===== config.mk =====
export PLATFORM = sky130hd
export DESIGN_NAME = srs_sequencer
export DESIGN_NICKNAME = d
export VERILOG_FILES = /design/src/logic/srs_pkg.sv /design/src/logic/srs_pin_if.sv /design/src/logic/srs_pin_filter.sv /design/src/logic/srs_sequencer.sv
export SDC_FILE = /design/constraint.sdc
export NUM_CORES = 1
export LEC_CHECK = 0
export BUFFER_PORTS_ARGS = -buffer_cell sky130_fd_sc_hd__buf_2
export CORE_MARGIN = 2
export CORE_UTILIZATION = 45
export DETAILED_ROUTE_END_ITERATION = 12
export PLACE_DENSITY = 0.81
export REMOVE_ABC_BUFFERS = 1
export SLEW_MARGIN = 20
export SYNTH_ARGS = -nofsm -noshare
export SYNTH_HDL_FRONTEND = slang
export SYNTH_SLANG_ARGS = --single-unit

===== constraint.sdc =====
create_clock -name clk -period 2.5 [get_ports clk]
set_clock_uncertainty 0.05 [all_clocks]
set_input_delay 0.125 -clock clk [delete_from_list [all_inputs] [get_ports clk]]
set_output_delay 0.125 -clock clk [all_outputs]
set_load 0.02 [all_outputs]

===== src/logic/srs_pkg.sv =====
// shared constants and types of the system reset sequencer
package srs_pkg;
  // sequence lengths
  localparam int SRS_OSC_CYCLES = 50;
  localparam int SRS_SYS_CYCLES = 16;
  localparam int SRS_PIN_MIN_LOW = 4;
  localparam int SRS_CNT_W = 6;
  // reset vector location in program memory
  localparam logic [15:0] SRS_VEC_ADDR_HI = 16'h0002;
  localparam logic [15:0] SRS_VEC_ADDR_LO = 16'h0003;
  // register byte offsets
  localparam logic [3:0] SRS_REG_STATUS = 4'h0;
  localparam logic [3:0] SRS_REG_CTRL = 4'h4;
  localparam logic [3:0] SRS_REG_STATE = 4'h8;
  // status field positions
  localparam int SRS_ST_POR = 7;
  localparam int SRS_ST_STOP = 6;
  localparam int SRS_ST_WDT = 5;
  localparam int SRS_ST_EXT = 4;
  localparam int SRS_ST_FLT = 3;
  localparam int SRS_ST_ROLE = 0;
  // control field positions
  localparam int SRS_CT_DBG = 0;
  localparam int SRS_CT_WDOPT = 1;
  localparam int SRS_CT_BOSTOP = 2;
  // reset values
  localparam logic SRS_WDOPT_RST = 1'b1;
  localparam logic SRS_BOSTOP_RST = 1'b0;
  localparam logic SRS_ROLE_RST = 1'b0;
  // sequence states, gray along the path
  typedef enum logic [1:0] {
    SRS_RUN = 2'b00,
    SRS_OPT = 2'b01,
    SRS_SYS = 2'b11,
    SRS_PIN = 2'b10
  } srs_state_t;
endpackage : srs_pkg


===== src/logic/srs_pin_if.sv =====
// signals between the sequencer and its reset pin filter
`timescale 1ns/100ps
interface srs_pin_if;
  logic pin_low;
  logic bypass;
  logic filt_low;
  modport filt (input pin_low, input bypass, output filt_low);
  modport user (output pin_low, output bypass, input filt_low);
endinterface : srs_pin_if


===== src/logic/srs_pin_filter.sv =====
// digital noise filter on the reset pin
`timescale 1ns/100ps
module srs_pin_filter
  import srs_pkg::*;
#(
  parameter int MIN_LOW = SRS_PIN_MIN_LOW
) (
  input wire logic clk,
  input wire logic nrst,
  srs_pin_if.filt pin
);
  typedef struct packed {
    logic [3:0] cnt;
    logic low;
  } srs_filt_t;

  srs_filt_t r;
  srs_filt_t next_r;

  generate
    if (MIN_LOW < 1 || MIN_LOW > 15) begin : g_bad
      $error("pin filter length out of range");
    end
  endgenerate

  // count consecutive low samples, any high sample restarts
  always_comb begin
    next_r = r;
    if (!pin.pin_low) begin
      next_r.cnt = 4'h0;
      next_r.low = 1'b0;
    end else if (r.cnt == 4'(MIN_LOW - 1)) begin
      next_r.low = 1'b1;
    end else begin
      next_r.cnt = r.cnt + 4'h1;
    end
  end

  always_ff @(posedge clk or negedge nrst) begin
    if (!nrst) begin
      r <= '0;
    end else begin
      r <= next_r;
    end
  end

  // no system clock in stop mode, so the raw level is used
  assign pin.filt_low = pin.bypass ? pin.pin_low : r.low;
endmodule : srs_pin_filter


===== src/logic/srs_sequencer.sv =====
// system reset sequencer with wishbone status and control registers
//
// Decided for this implementation: the address map and the Wishbone interface to the registers.
`timescale 1ns/100ps
// Function
// - any system reset holds core and peripherals for 66 oscillator cycles
// - reset start turns all gpio to inputs, pull-ups off
// - pwm outputs float first, then driven to programmed off level
// - first 50 oscillator cycles load option bits, then system clock runs
// - sixteen more system clock cycles idle, then internal reset released
// - cpu and peripherals idle in reset; oscillators keep running
// - registers with reset values load them during reset
// - after release fetch reset vector at 0002h and 0003h
// - power-on or brown-out beats every other simultaneous source
// - sources allowed depend on normal or stop mode
// - debugger reset spares debugger, request bit self-clears, sets por cause
// - power-on sequence, also after brown-out, sets por cause
// - brown-out in stop mode follows its own option
// - watchdog resets only when its option is 1; sets watchdog cause
// - pin low at least 4 cycles starts reset; held low keeps reset
// - pin held past timeout: leave reset 16 cycles after release
// - pin released early: device keeps driving it low until done
// - pin driven low open-drain during any reset, released after delay
// - reset pin filter bypassed in stop mode
// - pin-started reset sets external cause
// - fault detection forces reset and sets fault cause
// - cause bits rewritten on each reset start; power loss mid-sequence only sets por; several may be set
// - role select 0 keeps reset input, 1 makes pin fault input
module srs_sequencer
  import srs_pkg::*;
#(
  parameter int OSC_CYCLES = SRS_OSC_CYCLES,
  parameter int SYS_CYCLES = SRS_SYS_CYCLES,
  parameter int PIN_MIN_LOW = SRS_PIN_MIN_LOW
) (
  input wire logic clk,
  input wire logic nrst,
  input wire logic osc_tick,
  input wire logic power_on,
  input wire logic brownout_detect,
  input wire logic watchdog_timeout,
  input wire logic fault_detect,
  input wire logic stop_mode,
  input wire logic rst_pin_in,
  output logic rst_pin_out,
  output logic rst_pin_oe,
  output logic fault_pin_in,
  output logic in_reset,
  output logic debugger_reset,
  output logic sys_clk_run,
  output logic option_load,
  output logic load_defaults,
  output logic osc_keep_run,
  output logic gpio_force_input,
  output logic pullup_disable,
  output logic pwm_hiz,
  output logic pwm_force_off,
  output logic vector_fetch,
  output logic [15:0] vector_addr_hi,
  output logic [15:0] vector_addr_lo,
  input wire logic wb_cyc_i,
  input wire logic wb_stb_i,
  input wire logic wb_we_i,
  input wire logic [3:0] wb_adr_i,
  input wire logic [3:0] wb_sel_i,
  input wire logic [31:0] wb_dat_i,
  output logic [31:0] wb_dat_o,
  output logic wb_ack_o
);
  typedef struct packed {
    srs_state_t st;
    logic [SRS_CNT_W-1:0] cnt;
    logic [7:0] status;
    logic dbg_req;
    logic dbg_only;
    logic wd_opt;
    logic bo_opt;
    logic vec;
    logic ack;
    logic [31:0] rdat;
    logic held;
    logic [SRS_CNT_W-1:0] hi_len;
  } srs_regs_t;

  srs_regs_t r;
  srs_regs_t next_r;
  srs_pin_if pin_bus ();
  logic bo_any;
  logic por_any;
  logic pin_trig;
  logic wd_trig;
  logic dbg_trig;
  logic flt_trig;
  logic bus_go;
  logic wr_ctrl;
  logic wr_stat;

  generate
    if (OSC_CYCLES < 1 || OSC_CYCLES >= (1 << SRS_CNT_W)
        || SYS_CYCLES < 1 || SYS_CYCLES >= (1 << SRS_CNT_W)) begin : g_bad
      $error("sequence counts out of range");
    end
  endgenerate

  srs_pin_filter #(
    .MIN_LOW(PIN_MIN_LOW)
  ) u_filter (
    .clk(clk),
    .nrst(nrst),
    .pin(pin_bus)
  );

  // reset pin feeds the filter; stop mode bypasses it
  assign pin_bus.pin_low = !rst_pin_in;
  assign pin_bus.bypass = stop_mode;

  // source qualification per operating mode
  assign bo_any = brownout_detect && (!stop_mode || r.bo_opt);
  assign por_any = power_on || bo_any;
  assign pin_trig = pin_bus.filt_low && !r.status[SRS_ST_ROLE];
  assign wd_trig = watchdog_timeout && r.wd_opt && !stop_mode;
  assign dbg_trig = r.dbg_req && !stop_mode;
  assign flt_trig = fault_detect;

  // bus strobes
  assign bus_go = wb_cyc_i && wb_stb_i && !r.ack;
  assign wr_ctrl = bus_go && wb_we_i && wb_sel_i[0]
                   && wb_adr_i == SRS_REG_CTRL;
  assign wr_stat = bus_go && wb_we_i && wb_sel_i[0]
                   && wb_adr_i == SRS_REG_STATUS;

  // sequence, causes and register file
  always_comb begin
    next_r = r;
    next_r.vec = 1'b0;
    next_r.ack = bus_go;
    case (r.st)
      SRS_RUN: begin
        if (por_any || pin_trig || wd_trig || dbg_trig || flt_trig) begin
          next_r.st = SRS_OPT;
          next_r.cnt = '0;
          next_r.dbg_only = dbg_trig && !por_any && !pin_trig
                            && !wd_trig && !flt_trig;
          // causes rewritten on each event, role kept
          next_r.status[7:1] = 7'h00;
          next_r.status[SRS_ST_POR] = por_any || dbg_trig;
          next_r.status[SRS_ST_WDT] = wd_trig;
          next_r.status[SRS_ST_EXT] = pin_trig || wd_trig || dbg_trig
                                      || flt_trig;
          next_r.status[SRS_ST_FLT] = flt_trig;
        end
      end
      SRS_OPT: begin
        // oscillator paced option load
        if (osc_tick) begin
          if (r.cnt == SRS_CNT_W'(OSC_CYCLES - 1)) begin
            next_r.st = SRS_SYS;
            next_r.cnt = '0;
          end else begin
            next_r.cnt = r.cnt + 1'b1;
          end
        end
      end
      SRS_SYS: begin
        if (r.cnt == SRS_CNT_W'(SYS_CYCLES - 1)) begin
          next_r.st = SRS_PIN;
          next_r.cnt = SRS_CNT_W'(SYS_CYCLES - 1);
        end else begin
          next_r.cnt = r.cnt + 1'b1;
        end
      end
      SRS_PIN: begin
        // pin let go: check whether someone still holds it
        if (!rst_pin_in) begin
          next_r.cnt = '0;
        end else if (r.cnt == SRS_CNT_W'(SYS_CYCLES - 1)) begin
          next_r.st = SRS_RUN;
          next_r.vec = 1'b1;
          next_r.dbg_only = 1'b0;
        end else begin
          next_r.cnt = r.cnt + 1'b1;
        end
      end
      default: begin
        next_r.st = SRS_OPT;
        next_r.cnt = '0;
      end
    endcase
    // power loss restarts the whole sequence at any point
    if (por_any && r.st != SRS_RUN) begin
      next_r.st = SRS_OPT;
      next_r.cnt = '0;
      next_r.dbg_only = 1'b0;
      next_r.status[SRS_ST_POR] = 1'b1;
    end
    // debugger request self-clears once reset runs
    if (r.st == SRS_OPT) begin
      next_r.dbg_req = 1'b0;
    end
    // pin high run after a hold, watched by the exit checks
    if (r.st != SRS_PIN) begin
      next_r.held = 1'b0;
      next_r.hi_len = '0;
    end else if (!rst_pin_in) begin
      next_r.held = 1'b1;
      next_r.hi_len = '0;
    end else if (r.hi_len != '1) begin
      next_r.hi_len = r.hi_len + 1'b1;
    end
    // control and role writes
    if (wr_ctrl) begin
      next_r.dbg_req = wb_dat_i[SRS_CT_DBG] | next_r.dbg_req;
      next_r.wd_opt = wb_dat_i[SRS_CT_WDOPT];
      next_r.bo_opt = wb_dat_i[SRS_CT_BOSTOP];
    end
    if (wr_stat) begin
      next_r.status[SRS_ST_ROLE] = wb_dat_i[SRS_ST_ROLE];
    end
    // read mux, unmapped reads zero
    next_r.rdat = 32'h0000_0000;
    if (bus_go && !wb_we_i) begin
      case (wb_adr_i)
        SRS_REG_STATUS: next_r.rdat = {24'h000000, r.status};
        SRS_REG_CTRL: next_r.rdat = {29'h0, r.bo_opt, r.wd_opt, r.dbg_req};
        SRS_REG_STATE: next_r.rdat = {24'h000000, 2'b00, r.cnt};
        default: next_r.rdat = 32'h0000_0000;
      endcase
      if (wb_adr_i == SRS_REG_STATE) begin
        next_r.rdat[9:8] = r.st;
      end
    end
  end

  // state registers, defaults on power-up
  always_ff @(posedge clk or negedge nrst) begin
    if (!nrst) begin
      r.st <= SRS_OPT;
      r.cnt <= '0;
      r.status <= 8'h80;
      r.dbg_req <= 1'b0;
      r.dbg_only <= 1'b0;
      r.wd_opt <= SRS_WDOPT_RST;
      r.bo_opt <= SRS_BOSTOP_RST;
      r.vec <= 1'b0;
      r.ack <= 1'b0;
      r.rdat <= 32'h0000_0000;
      r.held <= 1'b0;
      r.hi_len <= '0;
    end else begin
      r <= next_r;
    end
  end

  // reset side effects on the rest of the chip
  assign in_reset = r.st != SRS_RUN;
  assign debugger_reset = in_reset && !r.dbg_only;
  assign sys_clk_run = r.st != SRS_OPT;
  assign option_load = r.st == SRS_OPT;
  assign load_defaults = in_reset;
  assign osc_keep_run = 1'b1;
  assign gpio_force_input = in_reset;
  assign pullup_disable = in_reset;
  assign pwm_hiz = r.st == SRS_OPT;
  assign pwm_force_off = r.st == SRS_SYS || r.st == SRS_PIN;
  assign rst_pin_out = 1'b0;
  assign rst_pin_oe = r.st == SRS_OPT || r.st == SRS_SYS;
  assign fault_pin_in = r.status[SRS_ST_ROLE] && !rst_pin_in;
  assign vector_fetch = r.vec;
  assign vector_addr_hi = SRS_VEC_ADDR_HI;
  assign vector_addr_lo = SRS_VEC_ADDR_LO;
  assign wb_dat_o = r.rdat;
  assign wb_ack_o = r.ack;
endmodule : srs_sequencer


* After elaboration in Yosys (flattened, before gate mapping) *
Cells that the tools add are included.
Widths: inputs -> output; s select.

word-level totals
  flip-flop bits (word level) = 56
  bits of input ports = 52
  output and inout bits = 79
  logic and storage cells = 117

operators by class
  add/subtract/negate cells = 2
  equality and inequality tests = 17
  multiplexer cells = 30
  bitwise gates (word level) = 1
  reduce and logical (&&, ||, !) cells = 53

operator list
  operator             number
  $pmux 8 s4           1
  $mux 6               4
  $pmux 8 s3           1
  $logic_and 1x1->1    19
  $mux 15              1
  $logic_or 1x1->1     12
  $ne 3x3->1 const B   4
  $mux 1               11
  $logic_not 1->1      10
  $mux 10              1
  $mux 2               5
  $mux 9               1
  $mux 8               1
  $reduce_bool 2->1    4
  $mux 7               1
  $add 6x1->6 const B  1
  $eq 6x4->1 const B   1
  $eq 6x6->1 const B   1
  $reduce_and 6->1     1
  $mux 5               1
  $add 4x1->4 const B  1
  $eq 2x2->1 const B   2
  $eq 4x2->1 const B   1
  $eq 4x3->1 const B   1
  other kinds (16)     17

* Depth between registers and ports, before layout *
  word-level depth = 12
  gate-level depth with buffers = 7
  depth with buffers taken out = 7

* By module *
Synthesis repeated with hierarchy kept, for this count alone.

unflattened totals
  cell total of the unflattened synthesis = 236
  area, all modules = 2287.2 um^2

by module, submodules not included
  module          times used  cells an instance  area an instance (um^2)  sequential area each (um^2)
  srs_sequencer   1           213                2023.2                   704.4
  srs_pin_filter  1           23                 264.0                    125.1

* Worst setup path after synthesis *
Ideal clock, no wire load.

  path kind = flip-flop to flip-flop
  from = register r[53] (netlist name)
  to = register r[53] (netlist name)
  library setup time = 0.125 ns
  data arrival time = 1.707 ns
  data required time = 2.325 ns
  path slack = 0.618 ns
  stages on the path, launching flop included = 8
  buffers on the path = 1
  period minus slack after synthesis = 1.882 ns
  path through = dfrtp_1 > ha_1 > nand3_2 > nor4_2 > o21a_4 > or2_1 > buf_6 > mux2_4

on the way
  longest elaborated chain between the ends = 5
  elaborated cells on any way between the ends = 12
  classes of those cells = add/sub (1); eq/ne (3); mux (7); reduce/logical (1)

ends and longest elaborated chain
  what                                       RTL line                                    source
  start, declared                            srs_sequencer.sv:85                         srs_regs_t r;
  start signal, assigned                     srs_sequencer.sv:250                        r <= next_r;
  $add 6x1->6 or $eq 6x6->1 (tied branches)  --
  $mux 6, on equally long branches           srs_sequencer.sv:176, srs_sequencer.sv:156
  $mux 6 or $mux 8 (tied branches)           srs_sequencer.sv:174, srs_sequencer.sv:155
  $pmux 8 s4                                 srs_sequencer.sv:137                        case (r.st)
  $mux 9                                     srs_sequencer.sv:190                        if (por_any && r.st != SRS_RUN) begin

Several ways; a longest one is shown, not always the timed one. The select of a mux whose other input is x is not followed.
A chain may end at the register's enable or synchronous reset.

* Final worst setup path *
  from = register r[53] (netlist name)
  to = register r[54] (netlist name)

The elaborated chain is that of the path after synthesis.

==> impl_metrics.csv <==
group,metric,value,unit
grt,grt_pass1_vias,1454,
timing,min_period,2.25,ns
clock_tree,ctsHtreeMaxLevel,2,
clock_tree,clk_path_buf_depth,2,
finish,fin_cells,350,
critical_path,timing.critical_path.buf_inv,0,
die,die_h,76.6,µm
critical_path,start_kind,"register",
timing,slew_headroom,0.532,
clock_tree,cts-buffers-inserted,5,
pwr,swShare,0.268,
timing,max_slew.worst_pin.slew,0.701,ns
pwr,ir_worst_vdd,0.229,mV
yosys,ys_seq_elements,33,
yosys,netlist_instances,252,
place,dp_hpwl,3.26,mm
route,vias,1640,
pwr,power.switching,369,µW
critical_path,worstPathMaxFanout,7,
timing,slew_viol_final,0,
critical_path,path_cells,"ha_1 -> nand3_2 -> nor4_2 -> o21a_4 -> or2_1 -> mux2_4",
grt,antenna_found_initial,0,
pwr,seqPwrFrac,0.418,
finish,finalNetCount,334,
place,dpl_cell_area,2300,µm²
finish,antenna_cells,0,
place,dp.cells,341,
critical_path,arrival,2.38,ns
timing,setup-violations-final,0,
critical_path,crit_family,"simple AND/OR/NAND/NOR gates",
yosys,synthDistinctLibCells,56,
pwr,p_leak,0.00125,µW
finish,final_common_cell,"conb_1",
die,coreArea,5110,µm²
grt,busiest_layer,"met2",
timing,hold_viol_final,0,
timing,min_period_over_period,0.899,
route,drt_iter0_markers,70,
clock_tree,clk_latency,0.29,ns
finish,multi_input_area,1130,µm²
min_path,worstHoldPathType,"primary input to register",
clock_tree,clkSlewWorstSetupHoldPaths,0.07,ns
run,cap_violations,0,
die,start_util,0.465,
route,via_per_inst,4.69,
yosys,yosys_warnings,0,
die,die_w,76.6,µm
yosys,synth-async-reset-ratio,1.00,
pwr,intPower,1010,µW
yosys,ys.flop_type,"dfrtp_1",
timing,final.setup.tns,0,ns
yosys,ys_seq_area_frac,0.349,
timing,maxClockFrequency,0.445,GHz
grt,grt_pass1_wl,6.62,mm
finish,fin_area,2440,µm²
place,port_buffers,41,
route,wl,4.23,mm
pwr,clkPwrFrac,0.431,
grt,grt_overflow,0,
pwr,powerDensity,564,nW/µm²
finish,area_growth,2.95,%
finish,drive_above_1_share,0.279,
pwr,comb_power_share,0.151,
die,design.portCount,131,
route,postRouteAntennaNets,0,
route,wl_per_cell,12.1,µm
grt,grt_max_degree,34,
yosys,synth_edf_count,0,
finish,layout_common_cells,"57 x conb_1, 41 x buf_2, 30 x dfrtp_1, 20 x nor2_1",
critical_path,cpMaxStageDelayCell,"dfrtp_1",
critical_path,crit_path_end_kind,"register",
die,num_rows,26,
finish,fill_cells,495,
critical_path,worst_path_largest_cell_delay,0.47,ns
clock_tree,cts_tree,"done",
clock_tree,cts_setup_buffers,0,
timing,rsz0062_at_grt,"false",
run_status,status,"complete, no violations",
yosys,synth_area,2370,µm²
critical_path,crit_required,2.63,ns
yosys,syn_area_per_cell,9.42,µm²
finish,seq_area,830,µm²
critical_path,crit_type,"register to register",
grt,grtUsageMet1,0.171,
clock_tree,clock-root-buffer,"clkbuf_8",
die,dieArea,5870,µm²
route,drc,0,
grt,grt_util_met3,0.0403,
grt,use_met2,0.246,
grt,track_usage,0.145,
place,gp_congestion,0.895,
clock_tree,clock_sinks,33,
route,first_pass_iters,4,
==> per-stage QoR <==
stage	worst slack, ns	total power [µW]	hold slack (ns)	utilization
2_1_floorplan	0.435	735	-0.221	-
3_3_place_gp	0.326	786	0.159	0.451
3_5_place_dp	0.280	792	0.159	0.451
4_1_cts	0.266	1390	0.00484	0.479
5_1_grt	0.110	1430	0.00653	0.479
6_report	0.252	1380	0.00961	0.479
==> worst register-to-register path, cell delays in order, from the launching register on <==
cell and delay, ns:
dfrtp_1 0.47, ha_1 0.26, nand3_2 0.10, nor4_2 0.40
o21a_4 0.24, or2_1 0.29, mux2_4 0.33
==> sequential cells by signal, indices dropped and copies added, names as in the netlist <==
signal / flops
r: 17
wb_dat_o: 9
u_filter.r: 5
vector_fetch: 1
wb_ack_o: 1
==> area by class of cell <==
class | count | area share
clock buffers | 5 | 0.0281
well taps | 70 | 0.0358
multi-input cells | 187 | 0.461
repair buffers | 46 | 0.100
clock inverters | 3 | 0.0266
inverters | 6 | 0.00921
flip-flops and latches | 33 | 0.339
==> repair_timing <==
item / CTS / global route
hold buffers: 1 / 0
hold endpoints to repair: 30 / 0
gates resized for setup: 0 / 0
==> path summary, 6_finish.rpt <==
path / from / to / slack, ns / cells after the start
worst max register to register: r[53] / r[54] / 0.25 / 6
min in group asynchronous: nrst / r[55] / 0.37 / 2
worst min register to register: r[52] / r[52] / 0.47 / 2
worst min-delay path: wb_dat_i[2] / r[41] / 0.01 / 2
max in group asynchronous: nrst / r[45] / 1.58 / 2
worst max-delay path: r[53] / r[54] / 0.25 / 6
==> power groups by stage <==
| stage | logic (µW) | registers [µW] | clock network, µW |
|---|---|---|---|
| final | 208 | 577 | 595 |
| after global routing | 227 | 579 | 627 |
| after CTS | 208 | 577 | 605 |
| after detailed placement | 205 | 587 | 0 |
| after global placement | 201 | 585 | 0 |
| after floorplan | 152 | 582 | 0 |
==> Yosys cell counts (2+ instances only) <==
cell type,number,area share
dfstp_2,3,0.033
a22oi_1,2,0.0063
nand2_1,10,0.016
xor2_1,2,0.0074
a21oi_1,7,0.015
buf_4,71,0.22
dfrtp_1,30,0.32
nor2_1,20,0.032
inv_1,6,0.0095
o21ai_0,10,0.021
nand3_1,4,0.0084
and3_1,4,0.011
conb_1,2,0.0032
clkbuf_1,4,0.0063
nor2b_1,3,0.0079
mux2_2,5,0.024
ha_1,3,0.016
buf_2,2,0.0042
a211o_1,3,0.011
nand2b_1,6,0.016
nor4b_1,3,0.011
mux2_4,2,0.013
nor3_1,6,0.013
nand3b_1,2,0.0063
mux2i_1,5,0.021
nor4_1,3,0.0079
a31oi_1,2,0.0053
buf_6,4,0.019
==> layer usage <==
metal	part of all wire	wire length, µm	vias to the layer above
met3	0.072	303	5
li1	-	-	777
met4	0.011	45	0
met1	0.41	1740	785
met5	0	0	-
met2	0.51	2140	73
==> cells by family (layout without fill, tap and decap cells) <==
logic type,count (synthesis),after routing,share of synthesized area
simple gates,77,77,0.197
fa+ha+maj,3,3,0.0158
xor+xnor,2,2,0.00738
buf+inv,87,60,0.263
flops,33,33,0.349
mux,12,12,0.0574
compound gates,36,36,0.106
other cells,2,57,0.00316
(Power assumes the default switching activity.)
